## src/cc_source_params.svh

```systemverilog
// Purpose: Constants for the source-side CC controller.
// Assumes: 40 MHz system clock, AXI4-Lite register access.
// Notes:   Offsets are byte addresses of aligned 32-bit words.
//
// Functional notes
// [RQ1] Pull-ups on both CC lines, strength selectable
// [RQ2] Low select level advertises default current
// [RQ3] Middle select level advertises 1.5 A
// [RQ4] High select level advertises 3 A
// [RQ5] Attach low on sink and VBUS below 800 mV
// [RQ6] CC1 termination pulls orientation output low
// [RQ7] CC2 termination releases orientation output high
// [RQ8] Unattached mode two states, active one state
// [RQ9] Start unattached until attach is confirmed
// [RQ10] Unattached mode keeps monitoring both CC lines
// [RQ11] Confirmed attach moves to active mode
// [RQ12] Active mode shows attach; leaves on removal
// [RQ13] No cable electronic marking support
// [RQ14] System provides VBUS discharge externally
// [RQ15] Old dual-role partners need not work
// [RQ16] Unconnected VBUS sense needs system guarantee
// [RQ17] Debounce CC attach for 168 ms
// [RQ18] Debounce VBUS sense for 2 ms
// [RQ19] Attach indicator open drain, low while attached
// [RQ20] Current select may change during operation
// [RQ21] Termination loss returns to unattached, releases
// [RQ22] Orientation held while attached, set on attach
`ifndef CC_SOURCE_PARAMS_SVH
`define CC_SOURCE_PARAMS_SVH
`define CLK_HZ            40000000
`define CC_DEBOUNCE_MS    168
`define VBUS_DEBOUNCE_MS  2
`define CC_DEBOUNCE_CYC   ((`CLK_HZ / 1000) * `CC_DEBOUNCE_MS)
`define VBUS_DEBOUNCE_CYC ((`CLK_HZ / 1000) * `VBUS_DEBOUNCE_MS)
`define REG_CTRL          12'h000
`define REG_STATUS        12'h004
`define REG_ID            12'h008
`define CTRL_RESET        32'h0000_0000
`define ID_VALUE          32'h0000_5A01
`endif

```

## src/cc_source_pkg.sv

```systemverilog
// Purpose: Types for the source-side CC controller.
// Assumes: Nothing beyond SystemVerilog.
// Notes:   Holds the advertisement levels and the state machine type.
package cc_source_pkg;
    // Current advertisement, Rp strength on both CC lines
    typedef enum logic [1:0] {
        ADV_DEFAULT = 2'h0,
        ADV_MEDIUM  = 2'h1,
        ADV_HIGH    = 2'h2
    } adv_t;
    // Connection states of the source
    typedef enum logic [1:0] {
        ST_UNATTACHED,
        ST_ATTACH_WAIT,
        ST_ATTACHED
    } cc_state_t;
    // Open-drain pin drive
    typedef struct packed {
        logic attachOe;
        logic orientOe;
    } od_t;
endpackage

```

## src/cc_source_ctrl.sv

```systemverilog
// Purpose: CC attach, orientation and current advertisement logic.
// Assumes: CC comparators and select level decoder are analog, outside.
// Notes:   Registers over AXI4-Lite; open-drain outputs as enables.
`timescale 1ns/100ps
`default_nettype none
`include "cc_source_params.svh"
module cc_source_ctrl #(
    parameter int CC_DB_CYC   = `CC_DEBOUNCE_CYC,
    parameter int VBUS_DB_CYC = `VBUS_DEBOUNCE_CYC,
    parameter logic [31:0] ID_VALUE = `ID_VALUE // arbitrary value
) (
    input  wire logic        clk_sys,
    input  wire logic        rstn,
    input  wire logic        cc1SinkSeen,
    input  wire logic        cc2SinkSeen,
    input  wire logic        modeSelMid,
    input  wire logic        modeSelHigh,
    input  wire logic        vbus_sense_in,
    output logic [1:0]       rpSelect,
    output logic             rpEnable,
    output logic             attach_indicator_n,
    output logic             attachOe,
    output logic             orientOut,
    output logic             orientOe,
    input  wire logic [11:0] s_axi_awaddr,
    input  wire logic        s_axi_awvalid,
    output logic             s_axi_awready,
    input  wire logic [31:0] s_axi_wdata,
    input  wire logic [3:0]  s_axi_wstrb,
    input  wire logic        s_axi_wvalid,
    output logic             s_axi_wready,
    output logic [1:0]       s_axi_bresp,
    output logic             s_axi_bvalid,
    input  wire logic        s_axi_bready,
    input  wire logic [11:0] s_axi_araddr,
    input  wire logic        s_axi_arvalid,
    output logic             s_axi_arready,
    output logic [31:0]      s_axi_rdata,
    output logic [1:0]       s_axi_rresp,
    output logic             s_axi_rvalid,
    input  wire logic        s_axi_rready
);
    // ****************************************************
    // State
    // ****************************************************
    typedef struct packed {
        logic [1:0]             sync1;
        logic [1:0]             sync2;
        logic [1:0]             mSync1;
        logic [1:0]             mSync2;
        logic                   vSync1;
        logic                   vSync2;
        cc_source_pkg::cc_state_t st;
        logic [31:0]            ccCnt;
        logic [31:0]            vCnt;
        logic                   vbusLow;
        logic                   onCc2;
        cc_source_pkg::adv_t    adv;
        logic [1:0]             ctrl;
        logic                   awDone;
        logic                   wDone;
        logic                   wrEn;
        logic                   bValid;
        logic [1:0]             bResp;
        logic                   rValid;
        logic [31:0]            rData;
        logic [1:0]             rResp;
    } st_t;

    st_t cur;
    st_t next_cur;
    logic ccAny;
    logic vbusRaw;

    // ****************************************************
    // Next state
    // ****************************************************
    // Pins are synchronised twice before anything looks at them
    always_comb begin
        next_cur        = cur;
        next_cur.sync1  = {cc2SinkSeen, cc1SinkSeen};
        next_cur.sync2  = cur.sync1;
        next_cur.mSync1 = {modeSelHigh, modeSelMid};
        next_cur.mSync2 = cur.mSync1;
        next_cur.vSync1 = vbus_sense_in;
        next_cur.vSync2 = cur.vSync1;
        ccAny   = |cur.sync2; // [RQ10]
        vbusRaw = cur.vSync2;

        // Select level may move at any time; Rp follows it while ctrl bit 1 is clear [RQ20]
        if (cur.ctrl[1]) begin
            next_cur.adv = cc_source_pkg::adv_t'(cur.ctrl[0] ?
                cc_source_pkg::ADV_HIGH : cc_source_pkg::ADV_DEFAULT);
        end else if (cur.mSync2[1]) begin
            next_cur.adv = cc_source_pkg::ADV_HIGH; // [RQ4]
        end else if (cur.mSync2[0]) begin
            next_cur.adv = cc_source_pkg::ADV_MEDIUM; // [RQ3]
        end else begin
            next_cur.adv = cc_source_pkg::ADV_DEFAULT; // [RQ2]
        end

        // VBUS low flag needs 2 ms of stable low sense [RQ18]
        if (vbusRaw) begin
            next_cur.vCnt    = '0;
            next_cur.vbusLow = 1'b0;
        end else if (cur.vCnt < 32'(VBUS_DB_CYC)) begin
            next_cur.vCnt = cur.vCnt + 32'd1;
        end else begin
            next_cur.vbusLow = 1'b1;
        end

        // Connection state machine; no cable marking handling [RQ13]
        case (cur.st) // [RQ8]
            cc_source_pkg::ST_UNATTACHED: begin
                // Source only, never toggles roles like a dual-role port [RQ15]
                next_cur.ccCnt = '0;
                if (ccAny) begin
                    next_cur.st = cc_source_pkg::ST_ATTACH_WAIT;
                end
            end
            cc_source_pkg::ST_ATTACH_WAIT: begin
                if (!ccAny) begin
                    next_cur.st = cc_source_pkg::ST_UNATTACHED;
                end else if (cur.ccCnt < 32'(CC_DB_CYC)) begin
                    next_cur.ccCnt = cur.ccCnt + 32'd1; // [RQ17]
                end else if (cur.vbusLow) begin
                    // Orientation latched once per attach [RQ22]
                    next_cur.onCc2 = !cur.sync2[0]; // [RQ6] [RQ7]
                    next_cur.st    = cc_source_pkg::ST_ATTACHED; // [RQ11]
                end
            end
            cc_source_pkg::ST_ATTACHED: begin
                // Only the latched line counts; a swap means removal
                if (!(cur.onCc2 ? cur.sync2[1] : cur.sync2[0])) begin
                    next_cur.st = cc_source_pkg::ST_UNATTACHED; // [RQ21]
                end
            end
            default: begin
                next_cur.st = cc_source_pkg::ST_UNATTACHED;
            end
        endcase

        // AXI write: address and data in either order
        next_cur.wrEn = 1'b0;
        if (s_axi_awvalid && !cur.awDone && !cur.bValid) begin
            next_cur.awDone = 1'b1;
        end
        if (s_axi_wvalid && !cur.wDone && !cur.bValid) begin
            next_cur.wDone = 1'b1;
        end
        if (cur.awDone && cur.wDone && !cur.bValid) begin
            next_cur.awDone = 1'b0;
            next_cur.wDone  = 1'b0;
            next_cur.bValid = 1'b1;
            next_cur.bResp  = 2'h0;
            next_cur.wrEn   = 1'b1;
        end
        if (cur.bValid && s_axi_bready) begin
            next_cur.bValid = 1'b0;
        end

        // AXI read answers one cycle after the address is taken
        if (s_axi_arvalid && !cur.rValid) begin
            next_cur.rValid = 1'b1;
            next_cur.rResp  = 2'h0;
            case (s_axi_araddr)
                `REG_CTRL:   next_cur.rData = {30'h0, cur.ctrl};
                `REG_STATUS: next_cur.rData = {24'h0, cur.adv, cur.onCc2,
                    cur.vbusLow, cur.sync2, cur.st};
                `REG_ID:     next_cur.rData = ID_VALUE;
                default: begin
                    next_cur.rData = 32'h0000_0000;
                    next_cur.rResp = 2'h2;
                end
            endcase
        end else if (cur.rValid && s_axi_rready) begin
            next_cur.rValid = 1'b0;
        end
    end

    // Write address and data are held in flops until both have arrived
    logic [11:0] awAddr;
    logic [31:0] wData;
    logic        wLane0;
    always_ff @(posedge clk_sys) begin
        if (!rstn) begin
            awAddr <= 12'h000;
            wData  <= 32'h0000_0000;
            wLane0 <= 1'b0;
        end else begin
            if (s_axi_awvalid && s_axi_awready) begin
                awAddr <= s_axi_awaddr;
            end
            if (s_axi_wvalid && s_axi_wready) begin
                wData  <= s_axi_wdata;
                wLane0 <= s_axi_wstrb[0];
            end
        end
    end

    // ****************************************************
    // Registers
    // ****************************************************
    // Reset lands in unattached mode, pins released [RQ9]
    always_ff @(posedge clk_sys) begin
        if (!rstn) begin
            cur       <= '0;
            cur.st    <= cc_source_pkg::ST_UNATTACHED;
            cur.adv   <= cc_source_pkg::ADV_DEFAULT;
            cur.ctrl  <= 2'(`CTRL_RESET);
            cur.bResp <= 2'h0;
        end else begin
            cur <= next_cur;
            // Late write lands the cycle after the response is raised
            if (cur.wrEn && awAddr == `REG_CTRL && wLane0) begin
                cur.ctrl <= wData[1:0];
            end
        end
    end

    // ****************************************************
    // Outputs
    // ****************************************************
    // Both pull-ups always on, strength from the advertisement [RQ1]
    assign rpEnable = 1'b1;
    assign rpSelect = cur.adv;
    // Attach indicator pulls low only while attached [RQ5] [RQ12] [RQ19]
    assign attachOe           = (cur.st == cc_source_pkg::ST_ATTACHED);
    assign attach_indicator_n = 1'b0;
    // Low for CC1, released high for CC2
    assign orientOe  = (cur.st == cc_source_pkg::ST_ATTACHED) && !cur.onCc2;
    assign orientOut = 1'b0;
    assign s_axi_awready = !cur.awDone && !cur.bValid;
    assign s_axi_wready  = !cur.wDone && !cur.bValid;
    assign s_axi_bvalid  = cur.bValid;
    assign s_axi_bresp   = cur.bResp;
    assign s_axi_arready = !cur.rValid;
    assign s_axi_rvalid  = cur.rValid;
    assign s_axi_rdata   = cur.rData;
    assign s_axi_rresp   = cur.rResp;
endmodule
`default_nettype wire

```

## config.mk

```make
export PLATFORM = sky130hd
export DESIGN_NAME = cc_source_ctrl
export DESIGN_NICKNAME = d
export VERILOG_FILES = /design/src/cc_source_pkg.sv /design/src/cc_source_ctrl.sv
export VERILOG_INCLUDE_DIRS = /design/src
export SDC_FILE = /design/constraint.sdc
export NUM_CORES = 1
export LEC_CHECK = 0
export BUFFER_PORTS_ARGS = -buffer_cell sky130_fd_sc_hd__buf_2
export CAP_MARGIN = 40
export CORE_MARGIN = 2
export CORE_UTILIZATION = 55
export DETAILED_ROUTE_END_ITERATION = 8
export GPL_TIMING_DRIVEN = 1
export PLACE_DENSITY = 0.78
export RECOVER_POWER = 50
export SLEW_MARGIN = 20
export SYNTH_ARGS = -nofsm -noshare
export SYNTH_HDL_FRONTEND = slang
export SYNTH_SLANG_ARGS = --single-unit
```

## constraint.sdc

```tcl
create_clock -name clk_sys -period 4.8 [get_ports clk_sys]
set_input_delay 0.96 -clock clk_sys [delete_from_list [all_inputs] [get_ports clk_sys]]
set_output_delay 0.96 -clock clk_sys [all_outputs]
set_load 0.05 [all_outputs]
```

==> metrics.csv <==
stage,metric,value,unit
clock_tree,TritonCTS clock tree,yes,
critical_path,reg2reg end,cur[99]$_SDFFE_PN0P_,
timing,max-slew violations,48,
timing,Worst Tran Pin Value,2.120,ns
worst_hold_path,worst hold path class,register to register,
critical_path,"delay-heaviest family, CP",buffers and inverters,
timing,Tmin final,3.480,ns
cells_and_area,Nets,657,
cells_and_area,Fillers,800,
critical_path,crit path to,cur[105]$_SDFFE_PN0P_,
synth,synthesized area,4780,um2
critical_path,Crit. Startpoint,rstn,
routing,DR pass1 iterations,4,
die,Core Box Area,8593,um2
clock_tree,Resized cells post-CTS,0,
synth,Synth Register Bits,112,
clock_tree,cts-stage hold buffer count,0,
critical_path,WP depth,5,
critical_path,CP Launch Type,input port,
critical_path,Reg2Reg Depth,5,
synth,Cell variety after synth,46,
critical_path,"reg-to-reg slack, setup",2.11,ns
place,Post-Place Worst Slack,2.193,ns
grt,GRT overflow,0,
clock_tree,H-tree Lvls,3,
routing,WL final,9.211,mm
timing,final setup vio count,0,
critical_path,Worst EP required,5.06,ns
die,Initial Util,55.62,%
clock_tree,maximum clock insertion buffer count,2,
synth,Yosys warning total,0,
die,DIE WIDTH,97.22,um
grt,largest net degree at the start of global routing,48,
timing,final hold violation count,0,
critical_path,"Buf+Inv Stages, Crit Path",3,
pwr,Pleak,0.001899,uW
place,PortBufs,60,
die,I/O pin count,120,
timing,RSZ-0062 raised after global routing,false,
timing,setup TNS,0,ns
critical_path,CP cell instances,clkbuf_1 -> inv_1 -> clkbuf_1 -> nor2_1 -> and2_1,
grt,first-pass GRT wire length,15.56,mm
synth,dominant cell type by area after synthesis,dfxtp_1,
cells_and_area,share of cells above drive strength 1,12.59,%
place,placer's final routability congestion estimate,0.7818,
synth,sequential share of the synthesized area,46.91,%
routing,drt wl/cell,13.23,um
routing,drt drc,0,
synth,synth cell count leaders,"dfxtp_1, nand2_1, a21oi_1",
synth,Mapped Avg Cell Area,8.754,um2
clock_tree,root buf cell,clkbuf_8,
timing,Clock Skew,0.01500,ns
timing,Final WS setup,1.320,ns
critical_path,slowest cell on the critical path,clkbuf_1,
synth,synth top area cells,"dfxtp_1, buf_4, and2_1, a21oi_1, nand2_1",
routing,via count,3849,
timing,Max Clk Rate,0.2874,GHz
clock_tree,clock sinks,112,
cells_and_area,number of diodes,0,
timing,Tcrit/Tclk final,72.49,%
synth,post-synthesis async set-or-reset flop share,0,%
synth,top cell type's share of synthesized area,46.91,%
grt,vias in the first global route,3564,
routing,DR vias/cell,5.530,
clock_tree,total CTS buffers,9,
job,number of max-cap violations,1,
synth,"Primary FF master, synth",dfxtp_1,
critical_path,most frequent CP cell,clkbuf_1,
routing,Detail Route Antenna Nets,0,
cells_and_area,area delta synth->final,6.492,%
grt,Overall Global Routing Usage,19.65,%
die,die area,9452,um2
critical_path,Crit Path Class,input port to register,
synth,Post-synth EDFFs,0,
die,die span in y,97.22,um
clock_tree,Post-CTS Setup Bufs,0,
critical_path,Critical Path AT,3.74,ns
status,violated checks,"max-capacitance violations, max-slew violations",
critical_path,slowest cell delay on critical path,1.52,ns
status,outcome,"finished, violations left",
critical_path,RR Startpoint,cur[110]$_SDFFE_PN0P_,
place,dpl hpwl,6.489,mm
critical_path,crit-path max FO,47,
die,FP Rows,34,
routing,DRT iter0 DRCs,120,
grt,initial antenna violation count,0,
synth,"count leader, synth",dfxtp_1,
clock_tree,worst skew pair latency,0.37,ns
pwr,Power Density,325.5,nW/um2
critical_path,critical path endpoint category,register,
timing,Relative slew margins,-41.35,%
pwr,Max VDD drop,0.0001564,V
clock_tree,CTS clock-pin slew for the worst setup and hold paths,0.09,ns
synth,Cells after Synth,546,
worst min-delay path by stage:
stage / cells past startpoint / to / slack, ns / startpoint
3_5_place_dp: 1 / rpSelect[0]$_SDFF_PP0_ / 0.41 / cur[116]$_SDFF_PN0_
4_1_cts: 1 / rpSelect[0]$_SDFF_PP0_ / 0.42 / cur[116]$_SDFF_PN0_
6_report: 1 / rpSelect[0]$_SDFF_PP0_ / 0.42 / cur[116]$_SDFF_PN0_
2_1_floorplan: 1 / rpSelect[0]$_SDFF_PP0_ / 0.40 / cur[116]$_SDFF_PN0_
3_3_place_gp: 1 / rpSelect[0]$_SDFF_PP0_ / 0.41 / cur[116]$_SDFF_PN0_
5_1_grt: 1 / rpSelect[0]$_SDFF_PP0_ / 0.43 / cur[116]$_SDFF_PN0_
final cells by class:
type	instances	area [um2]	share of cell area (%)
sequential	112	2242	44.05
clock buffer	10	137.6	2.704
inverter	12	45.04	0.8850
tap	108	135.1	2.655
multi-input combinational	384	2177	42.77
timing repair buffer	64	305.3	5.998
clock inverter	6	47.55	0.9341
per-stage QoR:
step	instances	power [uW]	util, %	hold slack (ns)	instance area (um2)
after global routing	696	1733	59.23	0.4309	5090
after floorplan	570	1124	-	0.3974	4870
final	696	1657	59.23	0.4219	5090
after global placement	678	1138	57.19	0.4110	4915
after detailed placement	680	1145	57.34	0.4071	4927
after CTS	696	1674	59.49	0.4237	5112
layout by cell type, fill, tap and decap left out, types with 3 or more instances in the layout:
cell,instances
nand2_1,52
and2_1,23
or4_1,5
and2_0,14
nor2b_1,5
a211oi_1,8
mux2i_1,11
a211o_1,4
nand2b_1,3
clkbuf_8,10
inv_6,3
a31oi_1,12
nor4b_1,3
and3_1,5
o31ai_1,3
and4_1,4
or3_1,18
nor2_1,42
inv_1,12
nand3_1,21
nand4_1,12
nor3b_1,4
clkbuf_1,14
conb_1,26
a22oi_1,7
dfxtp_1,112
o21ai_0,15
nor4_1,8
buf_2,49
xnor2_1,4
a21oi_1,46
nor3_1,10
where the power goes:
part	switching [uW]	internal (uW)	leakage (uW)
combinational	121	39.5	0.000891
clock	324	211	0.0000994
sequential	12.6	948	0.000908
total	458	1200	0.00190
cell families (layout without fill, tap and decap cells):
logic type,after synthesis,count (layout),synth area share (%)
and+or+nand+nor,232,232,25.31
DFF,112,112,46.91
AOI/OAI and AO/OA,109,109,14.63
buffers and inverters,74,92,9.424
muxes,11,11,2.304
xor gates and xnor gates,4,4,0.7329
adders and majority gates,2,2,0.5235
other,2,26,0.1571
registers in the layout, indices dropped and copies added (netlist names):
register      flops
awAddr           12
cur              82
rpSelect          2
s_axi_bvalid      1
s_axi_rdata       9
s_axi_rresp       1
s_axi_rvalid      1
vbusRaw           1
wData             2
wLane0            1
layer usage:
metal	vias to the layer above	part of all wire [%]	global-route usage (%)	routed length (um)
li1	1938	-	-	-
met1	1810	46	24.40	4197
met2	88	48	32.75	4461
met3	13	4.4	5.036	406
met4	0	1.6	7.906	146
met5	-	0	0	0
Power figures use the tool's default switching activity.
